**config.mk**
```make
export PLATFORM = sky130hd
export DESIGN_NAME = host_link_ctrl
export DESIGN_NICKNAME = d
export VERILOG_FILES = /design/src/rtl/link_pkg.sv /design/src/rtl/lfsr_if.sv /design/src/rtl/dword_scrambler.sv /design/src/rtl/host_link_ctrl.sv
export SDC_FILE = /design/constraint.sdc
export NUM_CORES = 1
export LEC_CHECK = 0
export ABC_CLOCK_PERIOD_IN_PS = 3900
export BUFFER_PORTS_ARGS = -buffer_cell sky130_fd_sc_hd__buf_2
export CORE_ASPECT_RATIO = 1.75
export CORE_MARGIN = 10
export CORE_UTILIZATION = 30
export CTS_BUF_LIST = sky130_fd_sc_hd__clkbuf_2
export DETAILED_ROUTE_END_ITERATION = 7
export RECOVER_POWER = 25
export SLEW_MARGIN = 5
export SYNTH_ARGS = -nofsm -noshare
export SYNTH_HDL_FRONTEND = slang
export SYNTH_SLANG_ARGS = --single-unit
```
**constraint.sdc**
```tcl
create_clock -name clk_sys -period 3.9 [get_ports clk_sys]
set_clock_uncertainty 0.1 [all_clocks]
set_input_delay 0.195 -clock clk_sys [delete_from_list [all_inputs] [get_ports clk_sys]]
set_output_delay 0.195 -clock clk_sys [all_outputs]
set_load 0.005 [all_outputs]
```
**src/rtl/link_pkg.sv**
```systemverilog
package link_pkg;
    localparam logic [15:0] SCR_SEED = 16'hFFFF;
    localparam logic [31:0] CRC_INIT = 32'h52325032;
    localparam logic [31:0] CRC_POLY = 32'h04C11DB7;

    localparam logic [7:0] REG_CTRL = 8'h00;
    localparam logic [7:0] REG_CMD = 8'h04;
    localparam logic [7:0] REG_TXDATA = 8'h08;
    localparam logic [7:0] REG_STATUS = 8'h0C;
    localparam logic [7:0] REG_RXDATA = 8'h10;
    localparam logic [7:0] REG_TXCRC = 8'h14;
    localparam logic [7:0] REG_RXCRC = 8'h18;

    localparam int CTRL_RESET_BIT = 0;
    localparam int CTRL_PM_EN_BIT = 1;
    localparam int CTRL_FILL_BIT = 2;
    localparam logic [2:0] CTRL_RESET_VAL = 3'h1;

    localparam int CMD_FRAME_BIT = 0;
    localparam int CMD_PARTIAL_BIT = 1;
    localparam int CMD_SLUMBER_BIT = 2;
    localparam int CMD_ABORT_BIT = 3;
    localparam int CMD_CRC_BIT = 4;
    localparam int CMD_EOF_BIT = 5;

    localparam int STAT_PHY_RDY_BIT = 4;
    localparam int STAT_TX_FULL_BIT = 5;
    localparam int STAT_NOCOMM_BIT = 6;
    localparam int STAT_FRAME_BIT = 7;
    localparam int STAT_RX_CONT_BIT = 8;

    typedef enum logic [3:0] {
        ST_RESET = 4'h0, ST_NOCOMM_ERR = 4'h1, ST_NOCOMM = 4'h2,
        ST_SEND_ALIGN = 4'h3, ST_IDLE = 4'h4, ST_HOST_CHK = 4'h5,
        ST_RCV_WAIT = 4'h6, ST_PM_PARTIAL = 4'h7, ST_PM_SLUMBER = 4'h8,
        ST_PM_OFF = 4'h9, ST_PM_DENY = 4'hA, ST_SEND_SOF = 4'hB,
        ST_SEND_DATA = 4'hC
    } link_state_type;

    typedef enum logic [3:0] {
        P_SYNC = 4'h0, P_ALIGN = 4'h1, P_X_RDY = 4'h2, P_R_RDY = 4'h3,
        P_SOF = 4'h4, P_EOF = 4'h5, P_CONT = 4'h6, P_HOLD = 4'h7,
        P_HOLDA = 4'h8, P_PMREQ_P = 4'h9, P_PMREQ_S = 4'hA, P_WTRM = 4'hB
    } prim_type;

    typedef enum logic [1:0] {
        GAP_HOLD = 2'h0, GAP_CONT = 2'h1, GAP_FILL = 2'h2
    } gap_type;

    function automatic logic [47:0] lfsr_run(input logic [15:0] s);
        logic [15:0] r;
        logic [31:0] w;
        logic fb;
        r = s;
        w = '0;
        for (int i = 0; i < 32; i++) begin
            w[31-i] = r[15];
            fb = r[15] ^ r[14] ^ r[12] ^ r[3];
            r = {r[14:0], fb};
        end
        lfsr_run = {r, w};
    endfunction : lfsr_run

    function automatic logic [31:0] crc_step(input logic [31:0] c,
                                             input logic [31:0] d);
        logic [31:0] r;
        logic fb;
        r = c;
        for (int i = 31; i >= 0; i--) begin
            fb = r[31] ^ d[i];
            r = {r[30:0], 1'b0};
            if (fb) begin
                r = r ^ CRC_POLY;
            end
        end
        crc_step = r;
    endfunction : crc_step
endpackage : link_pkg

```
**src/rtl/lfsr_if.sv**
```systemverilog
`timescale 1ns/1ps
`default_nettype none
interface lfsr_if;
    logic seed;
    logic step;
    logic [31:0] word;
    modport ctrl (output seed, output step, input word);
    modport core (input seed, input step, output word);
endinterface : lfsr_if
`default_nettype wire

```
**src/rtl/dword_scrambler.sv**
```systemverilog
`timescale 1ns/1ps
`default_nettype none
module dword_scrambler
    import link_pkg::*;
(
    input wire logic clk_sys,
    input wire logic srst,
    lfsr_if.core lf
);
    logic [15:0] state;
    logic [47:0] run;

    assign run = lfsr_run(state);
    // 32 scrambling bits per dword from the current state
    assign lf.word = run[31:0];

    always_ff @(posedge clk_sys) begin
        if (srst || lf.seed) begin
            state <= SCR_SEED;
        end else if (lf.step) begin
            state <= run[47:32];
        end
    end

    a_seed_loads: assert property (@(posedge clk_sys)
        disable iff (srst) lf.seed |=> state == SCR_SEED)
        else $error("scrambler not at seed after load");

    a_idle_stable: assert property (@(posedge clk_sys)
        disable iff (srst) !lf.seed && !lf.step |=> $stable(state))
        else $error("scrambler moved without a step");

    a_one_step: assert property (@(posedge clk_sys)
        disable iff (srst) lf.step && !lf.seed
        |=> state == $past(run[47:32]))
        else $error("scrambler step is not one dword");
endmodule : dword_scrambler
`default_nettype wire

```
**src/rtl/host_link_ctrl.sv**
```systemverilog
`timescale 1ns/1ps
`default_nettype none
// How it works
// - every frame dword between SOF and EOF, CRC included, leaves scrambled
// - dwords are XORed with an x16+x15+x13+x4+1 LFSR
// - payload LFSR seeds to FFFFh at reset and at every SOF sent or received
// - transmit: CRC takes the plain dword, then it is scrambled
// - receive: decoded dword is descrambled, delivered, then fed to CRC
// - a second LFSR, stepped only while filler is sent, supplies filler after CONT
// - primitives, ALIGN too, go unscrambled and never step the LFSR
// - filler after CONT never steps the payload LFSR
// - idle sends SYNC continuously
// - host frame request with phy ready goes to ready check
// - device-side variant; this host end never takes it
// - partial or slumber request with phy ready goes to power state
// - X_RDY received in idle goes to receive wait
// - PMREQ with power modes on goes to power-off acknowledge
// - PMREQ with power modes off goes to power deny
// - otherwise idle stays idle, ignoring errors and unknown dwords
// - phy not ready in idle goes to no-comm error
// - no-comm error is flagged, then no-comm follows
// - no-comm sends ALIGN, waits for phy ready, then send-align
// - send-align sends ALIGN, falls back on not ready, else idle
// - link reset holds the state machine and datapath, drops requests, resets the phy; nocomm_err and the filler LFSR reset on srst only
// - leaving reset the link enters no-comm
// - CRC32 starts at 52325032h for every frame
// - ready check sends X_RDY, waits for R_RDY or X_RDY
module host_link_ctrl
    import link_pkg::*;
(
    input wire logic clk_sys,
    input wire logic srst,
    input wire logic hsel,
    input wire logic [31:0] haddr,
    input wire logic [1:0] htrans,
    input wire logic hwrite,
    input wire logic [2:0] hsize,
    input wire logic [31:0] hwdata,
    input wire logic hready,
    output logic hreadyout,
    output logic hresp,
    output logic [31:0] hrdata,
    input wire logic phy_ready,
    input wire logic rx_valid,
    input wire logic rx_is_prim,
    input wire prim_type rx_prim,
    input wire logic [31:0] rx_data,
    output logic [31:0] tx_data,
    output logic tx_is_prim,
    output prim_type tx_prim,
    output logic phy_reset,
    output logic phy_enable
);
    link_state_type state, next_state;
    gap_type gap, next_gap;
    logic [2:0] ctrl;
    logic link_rst;
    logic wr_q;
    logic [7:0] addr_q;
    logic wr_ctrl, wr_cmd, wr_txd, wr_stat;
    logic frame_pend, partial_pend, slumber_pend, abort_pend;
    logic crc_pend, eof_pend, txd_pend;
    logic [31:0] txd;
    logic nocomm_err;
    logic [31:0] tx_crc, rx_crc, rx_word;
    logic rx_in_cont;
    logic [31:0] next_tx_data;
    logic next_tx_is_prim;
    prim_type next_tx_prim;
    logic send_data, send_crc, send_eof;
    logic rx_dword;
    logic [31:0] rx_plain;
    logic [31:0] rd_mux;

    lfsr_if tx_lf ();
    lfsr_if rx_lf ();
    lfsr_if fill_lf ();

    dword_scrambler u_tx_scr (
        .clk_sys(clk_sys),
        .srst(link_rst),
        .lf(tx_lf)
    );
    dword_scrambler u_rx_scr (
        .clk_sys(clk_sys),
        .srst(link_rst),
        .lf(rx_lf)
    );
    dword_scrambler u_fill_scr (
        .clk_sys(clk_sys),
        .srst(srst),
        .lf(fill_lf)
    );

    function automatic logic rx_is(input logic v, input logic p,
                                   input prim_type k, input prim_type want);
        rx_is = v && p && (k == want);
    endfunction : rx_is

    assign link_rst = srst || ctrl[CTRL_RESET_BIT];
    assign hreadyout = 1'b1;
    assign hresp = 1'b0;
    assign phy_reset = (state == ST_RESET);
    assign phy_enable = (state != ST_RESET);

    // bus slave: address phase latch, write in data phase
    always_ff @(posedge clk_sys) begin
        if (srst) begin
            wr_q <= 1'b0;
            addr_q <= 8'h00;
            hrdata <= 32'h0000_0000;
        end else begin
            wr_q <= hsel && htrans[1] && hready && hwrite;
            if (hsel && htrans[1] && hready) begin
                addr_q <= haddr[7:0];
                hrdata <= hwrite ? 32'h0000_0000 : rd_mux;
            end
        end
    end

    assign wr_ctrl = wr_q && (addr_q == REG_CTRL);
    assign wr_cmd = wr_q && (addr_q == REG_CMD);
    assign wr_txd = wr_q && (addr_q == REG_TXDATA);
    assign wr_stat = wr_q && (addr_q == REG_STATUS);

    always_comb begin
        case (haddr[7:0])
            REG_CTRL: rd_mux = {29'h0, ctrl};
            REG_STATUS: rd_mux = {23'h0, rx_in_cont, frame_pend,
                                  nocomm_err, txd_pend, phy_ready, state};
            REG_RXDATA: rd_mux = rx_word;
            REG_TXCRC: rd_mux = tx_crc;
            REG_RXCRC: rd_mux = rx_crc;
            default: rd_mux = 32'h0000_0000;
        endcase
    end

    always_ff @(posedge clk_sys) begin
        if (srst) begin
            ctrl <= CTRL_RESET_VAL;
        end else if (wr_ctrl) begin
            ctrl <= hwdata[2:0];
        end
    end

    // pending requests; a new request wins over its consumption
    always_ff @(posedge clk_sys) begin
        if (link_rst) begin
            frame_pend <= 1'b0;
            partial_pend <= 1'b0;
            slumber_pend <= 1'b0;
            abort_pend <= 1'b0;
            crc_pend <= 1'b0;
            eof_pend <= 1'b0;
        end else begin
            if (wr_cmd && hwdata[CMD_FRAME_BIT]) begin
                frame_pend <= 1'b1;
            end else if (next_state == ST_HOST_CHK && state == ST_IDLE) begin
                frame_pend <= 1'b0;
            end
            if (wr_cmd && hwdata[CMD_PARTIAL_BIT]) begin
                partial_pend <= 1'b1;
            end else if (next_state == ST_PM_PARTIAL) begin
                partial_pend <= 1'b0;
            end
            if (wr_cmd && hwdata[CMD_SLUMBER_BIT]) begin
                slumber_pend <= 1'b1;
            end else if (next_state == ST_PM_SLUMBER) begin
                slumber_pend <= 1'b0;
            end
            if (wr_cmd && hwdata[CMD_ABORT_BIT]) begin
                abort_pend <= 1'b1;
            end else if (state == ST_IDLE) begin
                abort_pend <= 1'b0;
            end
            if (wr_cmd && hwdata[CMD_CRC_BIT]) begin
                crc_pend <= 1'b1;
            end else if (send_crc) begin
                crc_pend <= 1'b0;
            end
            if (wr_cmd && hwdata[CMD_EOF_BIT]) begin
                eof_pend <= 1'b1;
            end else if (send_eof) begin
                eof_pend <= 1'b0;
            end
        end
    end

    always_ff @(posedge clk_sys) begin
        if (link_rst) begin
            txd_pend <= 1'b0;
            txd <= 32'h0000_0000;
        end else if (wr_txd && !txd_pend) begin
            txd_pend <= 1'b1;
            txd <= hwdata;
        end else if (send_data) begin
            txd_pend <= 1'b0;
        end
    end

    // no-comm error flag, write one to clear, setting wins
    always_ff @(posedge clk_sys) begin
        if (srst) begin
            nocomm_err <= 1'b0;
        end else if (state == ST_NOCOMM_ERR) begin
            nocomm_err <= 1'b1;
        end else if (wr_stat && hwdata[STAT_NOCOMM_BIT]) begin
            nocomm_err <= 1'b0;
        end
    end

    always_comb begin
        next_state = state;
        case (state)
            ST_RESET: next_state = ST_NOCOMM;
            ST_NOCOMM_ERR: next_state = ST_NOCOMM;
            ST_NOCOMM: next_state = phy_ready ? ST_SEND_ALIGN
                                              : ST_NOCOMM;
            ST_SEND_ALIGN: next_state = phy_ready ? ST_IDLE
                                                  : ST_NOCOMM_ERR;
            ST_IDLE: begin
                if (!phy_ready) begin
                    next_state = ST_NOCOMM_ERR;
                end else if (frame_pend) begin
                    next_state = ST_HOST_CHK;
                end else if (partial_pend) begin
                    next_state = ST_PM_PARTIAL;
                end else if (slumber_pend) begin
                    next_state = ST_PM_SLUMBER;
                end else if (rx_is(rx_valid, rx_is_prim, rx_prim,
                                   P_X_RDY)) begin
                    next_state = ST_RCV_WAIT;
                end else if (rx_is(rx_valid, rx_is_prim, rx_prim,
                                   P_PMREQ_P) ||
                             rx_is(rx_valid, rx_is_prim, rx_prim,
                                   P_PMREQ_S)) begin
                    next_state = ctrl[CTRL_PM_EN_BIT] ? ST_PM_OFF
                                                      : ST_PM_DENY;
                end else begin
                    next_state = ST_IDLE;
                end
            end
            ST_HOST_CHK: begin
                if (rx_is(rx_valid, rx_is_prim, rx_prim, P_R_RDY)) begin
                    next_state = ST_SEND_SOF;
                end else if (rx_is(rx_valid, rx_is_prim, rx_prim,
                                   P_X_RDY)) begin
                    next_state = ST_RCV_WAIT;
                end
            end
            ST_SEND_SOF: next_state = ST_SEND_DATA;
            ST_SEND_DATA: next_state = send_eof ? ST_IDLE : ST_SEND_DATA;
            ST_RCV_WAIT, ST_PM_PARTIAL, ST_PM_SLUMBER, ST_PM_OFF,
            ST_PM_DENY: next_state = abort_pend ? ST_IDLE : state;
            default: next_state = ST_RESET;
        endcase
        if (state != ST_RESET && state != ST_NOCOMM &&
            state != ST_NOCOMM_ERR && !phy_ready) begin
            next_state = ST_NOCOMM_ERR;
        end
    end

    always_ff @(posedge clk_sys) begin
        if (link_rst) begin
            state <= ST_RESET;
        end else begin
            state <= next_state;
        end
    end

    // transmit word selection
    assign send_data = (state == ST_SEND_DATA) && txd_pend;
    assign send_crc = (state == ST_SEND_DATA) && !txd_pend && crc_pend;
    assign send_eof = (state == ST_SEND_DATA) && !txd_pend && !crc_pend &&
                      eof_pend;
    assign tx_lf.seed = (state == ST_SEND_SOF);
    assign tx_lf.step = send_data || send_crc;
    assign fill_lf.seed = 1'b0;
    assign fill_lf.step = (state == ST_SEND_DATA) && !txd_pend &&
                          !crc_pend && !eof_pend &&
                          (gap == GAP_FILL);

    always_comb begin
        next_tx_data = 32'h0000_0000;
        next_tx_is_prim = 1'b1;
        next_tx_prim = P_SYNC;
        next_gap = GAP_HOLD;
        case (state)
            ST_RESET, ST_NOCOMM_ERR, ST_NOCOMM,
            ST_SEND_ALIGN: next_tx_prim = P_ALIGN;
            ST_HOST_CHK: next_tx_prim = P_X_RDY;
            ST_SEND_SOF: next_tx_prim = P_SOF;
            ST_SEND_DATA: begin
                next_gap = gap;
                if (send_data) begin
                    next_tx_is_prim = 1'b0;
                    next_tx_data = txd ^ tx_lf.word;
                    next_gap = GAP_HOLD;
                end else if (send_crc) begin
                    next_tx_is_prim = 1'b0;
                    next_tx_data = tx_crc ^ tx_lf.word;
                end else if (send_eof) begin
                    next_tx_prim = P_EOF;
                end else if (gap == GAP_HOLD) begin
                    next_tx_prim = P_HOLD;
                    next_gap = GAP_CONT;
                end else if (gap == GAP_CONT && ctrl[CTRL_FILL_BIT]) begin
                    next_tx_prim = P_CONT;
                    next_gap = GAP_FILL;
                end else if (gap == GAP_FILL) begin
                    next_tx_is_prim = 1'b0;
                    next_tx_data = fill_lf.word;
                end else begin
                    next_tx_prim = P_HOLD;
                end
            end
            default: next_tx_prim = P_SYNC;
        endcase
    end

    always_ff @(posedge clk_sys) begin
        if (link_rst) begin
            tx_data <= 32'h0000_0000;
            tx_is_prim <= 1'b1;
            tx_prim <= P_ALIGN;
            gap <= GAP_HOLD;
        end else begin
            tx_data <= next_tx_data;
            tx_is_prim <= next_tx_is_prim;
            tx_prim <= next_tx_prim;
            gap <= next_gap;
        end
    end

    always_ff @(posedge clk_sys) begin
        if (link_rst || state == ST_SEND_SOF) begin
            tx_crc <= CRC_INIT;
        end else if (send_data) begin
            tx_crc <= crc_step(tx_crc, txd);
        end
    end

    // receive path
    assign rx_dword = rx_valid && !rx_is_prim && !rx_in_cont;
    assign rx_plain = rx_data ^ rx_lf.word;
    assign rx_lf.seed = rx_is(rx_valid, rx_is_prim, rx_prim, P_SOF);
    assign rx_lf.step = rx_dword;

    always_ff @(posedge clk_sys) begin
        if (link_rst) begin
            rx_in_cont <= 1'b0;
            rx_word <= 32'h0000_0000;
            rx_crc <= CRC_INIT;
        end else begin
            if (rx_valid && rx_is_prim) begin
                rx_in_cont <= (rx_prim == P_CONT);
            end
            if (rx_lf.seed) begin
                rx_crc <= CRC_INIT;
            end else if (rx_dword) begin
                rx_word <= rx_plain;
                rx_crc <= crc_step(rx_crc, rx_plain);
            end
        end
    end

    a_idle_sync: assert property (@(posedge clk_sys)
        disable iff (link_rst)
        state == ST_IDLE |=> tx_is_prim && tx_prim == P_SYNC)
        else $error("idle did not send SYNC");

    a_frame_req: assert property (@(posedge clk_sys)
        disable iff (link_rst)
        state == ST_IDLE && phy_ready && frame_pend
        |=> state == ST_HOST_CHK ##1 tx_prim == P_X_RDY)
        else $error("frame request not taken to ready check");

    a_xrdy_rcv: assert property (@(posedge clk_sys)
        disable iff (link_rst)
        state == ST_IDLE && phy_ready && !frame_pend && !partial_pend &&
        !slumber_pend && rx_is(rx_valid, rx_is_prim, rx_prim, P_X_RDY)
        |=> state == ST_RCV_WAIT)
        else $error("X_RDY in idle not taken");

    a_pm_ack: assert property (@(posedge clk_sys)
        disable iff (link_rst)
        state == ST_IDLE && phy_ready && !frame_pend && !partial_pend &&
        !slumber_pend && rx_valid && rx_is_prim &&
        rx_prim == P_PMREQ_S && ctrl[CTRL_PM_EN_BIT]
        |=> state == ST_PM_OFF)
        else $error("power request not acknowledged");

    a_pm_deny: assert property (@(posedge clk_sys)
        disable iff (link_rst)
        state == ST_IDLE && phy_ready && !frame_pend && !partial_pend &&
        !slumber_pend && rx_valid && rx_is_prim &&
        rx_prim == P_PMREQ_P && !ctrl[CTRL_PM_EN_BIT]
        |=> state == ST_PM_DENY)
        else $error("power request not denied");

    a_phy_drop: assert property (@(posedge clk_sys)
        disable iff (link_rst)
        state == ST_IDLE && !phy_ready
        |=> state == ST_NOCOMM_ERR ##1 nocomm_err && state == ST_NOCOMM)
        else $error("phy drop not reported");

    a_rst_hold: assert property (@(posedge clk_sys)
        disable iff (srst)
        link_rst |=> state == ST_RESET && phy_reset && !frame_pend)
        else $error("link reset not holding");

    a_rst_exit: assert property (@(posedge clk_sys)
        disable iff (link_rst)
        state == ST_RESET |=> state == ST_NOCOMM)
        else $error("reset did not lead to no-comm");

    a_align_seq: assert property (@(posedge clk_sys)
        disable iff (link_rst)
        state == ST_SEND_ALIGN && phy_ready
        |=> tx_prim == P_ALIGN && state == ST_IDLE)
        else $error("send-align misbehaved");

    a_crc_seed: assert property (@(posedge clk_sys)
        disable iff (link_rst)
        state == ST_SEND_SOF |=> tx_crc == CRC_INIT && tx_prim == P_SOF)
        else $error("CRC not seeded at SOF");
endmodule : host_link_ctrl
`default_nettype wire

```
==> flow_summary_export.csv, run 1 <==
group,metric,value,unit
status,run_status,"finished with violations",
status,violations,"capacitance limit, slew limit, setup timing",
yosys,synth_compound_area_frac,0.123,
die,fp-row-count,128,
sta,finalSetupViolations,2,
die,die_y,370,µm
power_and_ir_drop,ir_drop,1.51,mV
sta,finalHoldViolCount,0,
yosys,synthMuxAreaShare,0.00333,
global_routing,grt_first_pass_wirelength,127000,µm
power_and_ir_drop,combPwrFrac,0.806,
sta,period_minus_slack,3.92,ns
setup_path,critPathMaxStageDelay,0.48,ns
clock_network,cts_tree,"built",
cells_and_area,nets,3028,
yosys,synth-xor-area-share,0.501,
setup_path,worstPathMaxFanout,4,
sta,timing.hold.ws,0.0837,ns
route,detail-route-antenna-nets,0,
sta,fmax,0.255,GHz
power_and_ir_drop,swShare,0.426,
clock_network,clockBufferDepth,3,
global_routing,antenna_found_initial,2,
sta,timing.final.crit_share,1.01,
clock_network,htreeDepth,3,
power_and_ir_drop,power.density,874,nW/µm²
yosys,yosysTopAreaCell,"dfxtp_1",
sta,drv_slew,42,
die,die_x,220,µm
global_routing,grt_start_max_net_pins,63,
die,io_pins,186,
global_routing,grtUsageTotal,0.211,
die,core,69700,µm²
setup_path,cp.required,4.65,ns
clock_network,cts.reportedPaths.clkPinSlew,0.14,ns
yosys,synth.area.top_cells,"dfxtp_1 26%, xnor2_1 23%, xnor3_1 10%, xor2_1 7.4%, nand2_1 3.4%",
sta,timing.final.ws_setup,-0.0210,ns
setup_path,crit_family,"XOR/XNOR gates",
route,wl_per_cell,22.7,µm
clock_network,cts_buffers,71,
power_and_ir_drop,p_switching,11.1,mW
clock_network,cts_sinks,271,
cells_and_area,layout_common_cells,"487 x xnor2_1, 445 x buf_4, 245 x dfxtp_1",
cells_and_area,finalNonFillerCells,3877,
power_and_ir_drop,leakage,12.3,nW
cells_and_area,mostFrequentLayoutCell,"xnor2_1",
die,initial_core_util,0.302,
clock_network,clk_latency,1.07,ns
yosys,synth-simple-area-share,0.0839,
yosys,synth_cells,2167,
min_path,hp-class,"input pin to flip-flop",
setup_path,crit_slowest_cell,"xnor3_2",
yosys,syn_area,21000,µm²
yosys,avgSynthCellArea,9.71,µm²
yosys,synthFlopType,"dfxtp_1",
yosys,synth_edf_count,0,
flow_run,cap_violations,1,
setup_path,critPathBufInv,3,
global_routing,grt_pass1_vias,19704,
yosys,yosysWarnings,0,
yosys,synth_cell_types,59,
power_and_ir_drop,p_int,14.9,mW
route,drt_wl_total,88100,µm
yosys,synth_top_area_share,0.258,
sta,rsz0062_at_grt,"yes",
route,route.detailed.drc,0,
sta,max_slew.worst_pin.slew,2.25,ns
sta,relSlewSlack,-0.498,
setup_path,crit_type,"flip-flop to flip-flop",
yosys,seq_area_frac_synth,0.258,
cells_and_area,synthToLayoutAreaGrowth,41.2,%
place,place_inst,3497,
route,via_per_inst,4.88,
place,hpwlAfterDp,70800,µm
yosys,synthArstFlopShare,0,
yosys,synth-seq-cells,271,
route,via_count,18939,
place,numPortBuffers,154,
cells_and_area,drive_gt1_frac,0.308,
yosys,synth_top_family_by_area,"XOR/XNOR gates",
yosys,synth_adder_area_share,0,
setup_path,worstSetupStartpointType,"flip-flop",
power_and_ir_drop,seq_power_share,0.107,
place,gp_congestion,0.979,
route,drtIter0Drc,1221,
global_routing,grt.overflow.total,0,
die,die-area,81600,µm²
setup_path,end_kind,"flip-flop",
route,first_pass_iters,7,
setup_path,crit_chain,"xnor3_2 -> buf_4 -> xor3_1 -> xor3_1 -> xnor3_2 -> xnor3_2 -> buf_4 -> xor2_2 -> xnor2_2 -> xnor2_2 -> buf_4 -> o211ai_1",
setup_path,worstPathArrival,4.67,ns
power_and_ir_drop,clockPowerShare,0.087,
cells_and_area,final_core_util,0.427,
clock_network,root_buffer,"clkbuf_2",
cell type report:
cell class	instances	area [µm²]
fillers	6821	39900
clock buffers	90	450
well taps	910	1140
flip-flops and latches	271	5470
repair buffers	820	6360
multi-input cells	1741	16000
clock inverters	34	246
diodes	1	2.50
inverters	10	37.5
worst min-delay path, stage by stage:
cell and delay [ns]:
dlygate4sd3_1 0.52, buf_2 0.13, xnor2_2 0.13, buf_4 0.14, a211oi_1 0.07
final timing paths:
check,start,cells after the start,end,slack [ns]
max,u_rx_scr.state[14],12,rx_crc[21],-0.02
min,rx_data[11],5,rx_word[11],0.08
max reg2reg,u_rx_scr.state[14],12,rx_crc[21],-0.02
min reg2reg,rx_word[1],2,rx_word[1],0.37
cells by family (layout without fill, tap and decap cells):
group	count (synthesis)	in the layout
xor gates and xnor gates	914	914
and+or+nand+nor	435	435
AOI/OAI and AO/OA	382	382
DFF	271	271
buffers and inverters	156	954
muxes	7	7
other	2	4
power groups by stage:
stage / Clock (mW) / Sequential, mW / Combinational, mW
after floorplan: 0 / 2.85 / 9.20
after global placement: 0 / 2.85 / 17.4
after detailed placement: 0 / 2.85 / 17.3
after CTS: 2.32 / 2.79 / 18.7
after global routing: 2.44 / 2.79 / 21.6
final: 2.26 / 2.79 / 20.9
cell usage after synthesis (6+ instances only):
library cell  instances
a211o_1              18
a211oi_1             73
a21oi_1             116
a221oi_1             22
a222oi_1             23
a22oi_1              20
a31oi_1               9
buf_2                 6
buf_4                11
clkbuf_1            124
dfxtp_1             271
inv_1                10
mux2i_1               7
nand2_1             189
nand2b_1              7
nand3_1              14
nor2_1              186
nor3_1               14
o211ai_1             37
o21ai_0              36
o221ai_1              7
xnor2_1             545
xnor2_2              31
xnor2_4              13
xnor3_1              97
xnor3_2              10
xor2_1              177
xor2_2                8
xor3_1               19
xor3_2               10
what timing repair did:
item	4_1_cts	5_1_grt
pin swaps	28	90
setup buffers	13	60
resized for setup	46	160
endpoints found under the hold margin	197	0
endpoints found under the setup margin	39	46
hold buffers	186	0
state kept, by name, summed over array words and instances (netlist names), 2 cells and up:
| name | cells |
|---|---|
| addr_q | 8 |
| ctrl | 3 |
| gap | 2 |
| hrdata | 32 |
| rx_crc | 32 |
| rx_word | 32 |
| state | 4 |
| tx_crc | 32 |
| tx_data | 32 |
| tx_prim | 3 |
| txd | 32 |
| u_fill_scr.state | 16 |
| u_rx_scr.state | 16 |
| u_tx_scr.state | 16 |
per-layer routing:
| metal | part of all wire | up-vias | global-route usage |
|---|---|---|---|
| li1 | - | 8844 | - |
| met1 | 0.34 | 9028 | 0.208 |
| met2 | 0.52 | 780 | 0.382 |
| met3 | 0.052 | 285 | 0.0275 |
| met4 | 0.093 | 2 | 0.176 |
| met5 | 0.00012 | - | 0 |
through the flow:
stage	setup slack [ns]	setup TNS, ns	power, mW	area, µm²
2_1_floorplan	-0.00341	-0.00341	12.0	21100
3_3_place_gp	-0.423	-2.64	20.3	25500
3_5_place_dp	-0.392	-3.37	20.2	25500
4_1_cts	-0.0291	-0.0535	23.8	28400
5_1_grt	-0.0527	-0.296	26.9	29700
6_report	-0.0210	-0.0288	26.0	29700
Power figures use the tool's default switching activity.
==> run 2: changes to the inputs <==
ABC_CLOCK_PERIOD_IN_PS = unset   (was 3900)
SKIP_CTS_REPAIR_TIMING = 1   (was unset)
==> run 2 against run 1 <==
The run ends with DRC, setup timing left. Non-clock buffer count down 34. Final cell count down 0.83%. Largest power group unchanged. Critical path type unchanged. First-iteration DRC count up 0.49%. Largest cell class unchanged.
==> flow_summary_export.csv, run 2 (same netlist as run 1, synthesis figures left out) <==
group,metric,value,unit
setup_path,critPathBufInv,2,
cells_and_area,nFillCells,6873,
cells_and_area,drive_gt1_frac,0.305,
setup_path,cp.required,4.68,ns
clock_network,cts.reportedPaths.clkPinSlew,0.12,ns
die,io_pins,186,
sta,max_slew.worst_pin.slew,1.15,ns
die,die-area,81600,µm²
global_routing,grt_pass1_vias,18538,
place,numPortBuffers,154,
power_and_ir_drop,ir_drop,1.42,mV
route,detail-route-antenna-nets,0,
sta,fmax,0.249,GHz
cells_and_area,synthToLayoutAreaGrowth,38.7,%
route,dr_wl_met2,45200,µm
flow_run,cap_violations,0,
clock_network,root_buffer,"clkbuf_2",
place,gp_congestion,0.979,
sta,relSlewSlack,0.230,
global_routing,grt.overflow.total,0,
place,hpwlAfterDp,70800,µm
clock_network,clk_latency,1.06,ns
clock_network,cts_buffers,71,
setup_path,end_kind,"flip-flop",
setup_path,crit_family,"XOR/XNOR gates",
cells_and_area,nets,2994,
clock_network,clockBufferDepth,3,
status,run_status,"finished with violations",
power_and_ir_drop,power.density,870,nW/µm²
clock_network,cts_sinks,271,
route,highest_layer,"met5",
setup_path,critPathMaxStageDelay,0.55,ns
route,drtIter0Drc,1227,
sta,timing.final.crit_share,1.03,
die,die_y,370,µm
setup_path,crit_slowest_cell,"xnor2_1",
die,core,69700,µm²
sta,period_minus_slack,4.02,ns
setup_path,crit_chain,"buf_4 -> xnor2_1 -> buf_4 -> xnor2_1 -> xnor2_4 -> xnor3_2 -> xnor3_2 -> xnor3_2 -> xnor2_4 -> xor2_4 -> xnor2_4 -> a21oi_1",
global_routing,antenna_found_initial,3,
die,die_x,220,µm
setup_path,worstSetupStartpointType,"flip-flop",
status,violations,"DRC, setup timing",
die,fp-row-count,128,
cells_and_area,finalNonFillerCells,3845,
global_routing,grt_first_pass_wirelength,122000,µm
clock_network,cts_tree,"built",
route,wl_met3,4830,µm
sta,fin_tns_setup,-0.150,ns
setup_path,r2r_slack,-0.12,ns
global_routing,grtUsageTotal,0.205,
setup_path,worstPathMaxFanout,4,
route,drt-met1-wl,29800,µm
place,place_inst,3497,
route,route.detailed.drc,3,
sta,timing.final.ws_setup,-0.124,ns
min_path,hp-class,"input pin to flip-flop",
route,via_count,18824,
cells_and_area,mostFrequentLayoutCell,"xnor2_1",
cells_and_area,layout_common_cells,"495 x xnor2_1, 442 x buf_4, 246 x dfxtp_1",
power_and_ir_drop,leakage,12.0,nW
setup_path,worstPathArrival,4.80,ns
route,first_pass_iters,8,
route,via_per_inst,4.90,
sta,finalHoldViolCount,0,
route,wl_per_cell,22.8,µm
die,initial_core_util,0.302,
clock_network,htreeDepth,3,
route,drt_wl_total,87800,µm
sta,drv_slew,0,
global_routing,grt_start_max_net_pins,63,
sta,rsz0062_at_grt,"yes",
sta,finalSetupViolations,3,
setup_path,crit_type,"flip-flop to flip-flop",
==> run 2: worst min-delay path, stage by stage <==
cell	delay, ns
dlygate4sd3_1	0.52
buf_2	0.15
xnor2_1	0.15
a211oi_1	0.07
==> run 2: area by class of cell <==
cell class / count / area [µm²] / area share
multi-input combinational: 1741 / 15900 / 0.543
tap: 910 / 1140 / 0.0390
inverter: 10 / 37.5 / 0.00129
sequential: 271 / 5470 / 0.187
clock inverter: 34 / 246 / 0.00844
antenna: 3 / 7.51 / 0.000257
clock buffer: 90 / 450 / 0.0154
timing repair buffer: 786 / 6000 / 0.205
==> run 2: path summary, 6_finish.rpt <==
path | cells past startpoint | startpoint | end
max | 12 | u_rx_scr.state[12] | rx_crc[23]
min reg2reg | 2 | rx_word[1] | rx_word[1]
max reg2reg | 12 | u_rx_scr.state[12] | rx_crc[23]
min | 4 | rx_data[28] | rx_word[28]
==> run 2: metrics by stage <==
stage | cell area [µm²] | util | total power, mW | setup WS (ns) | hold WS (ns)
2_1_floorplan | 21100 | - | 12.0 | -0.00341 | 0.213
4_1_cts | 26200 | 0.377 | 22.5 | -0.495 | -0.791
6_report | 29200 | 0.419 | 25.4 | -0.124 | 0.0336
3_5_place_dp | 25500 | 0.367 | 20.2 | -0.392 | 0.346
3_3_place_gp | 25500 | 0.367 | 20.3 | -0.423 | 0.344
5_1_grt | 29200 | 0.419 | 26.3 | -0.139 | 0.0132
==> run 2: power by group <==
part           switching, mW  internal [mW]
combinational           9.37           11.0
clock                   1.35          0.909
sequential            0.0143           2.77
==> run 2: per-layer routing <==
metal  up-vias  GRT usage
met5         -          0
met4         2      0.163
met3       270     0.0266
met2       782      0.373
met1      8994      0.206
li1       8776          -
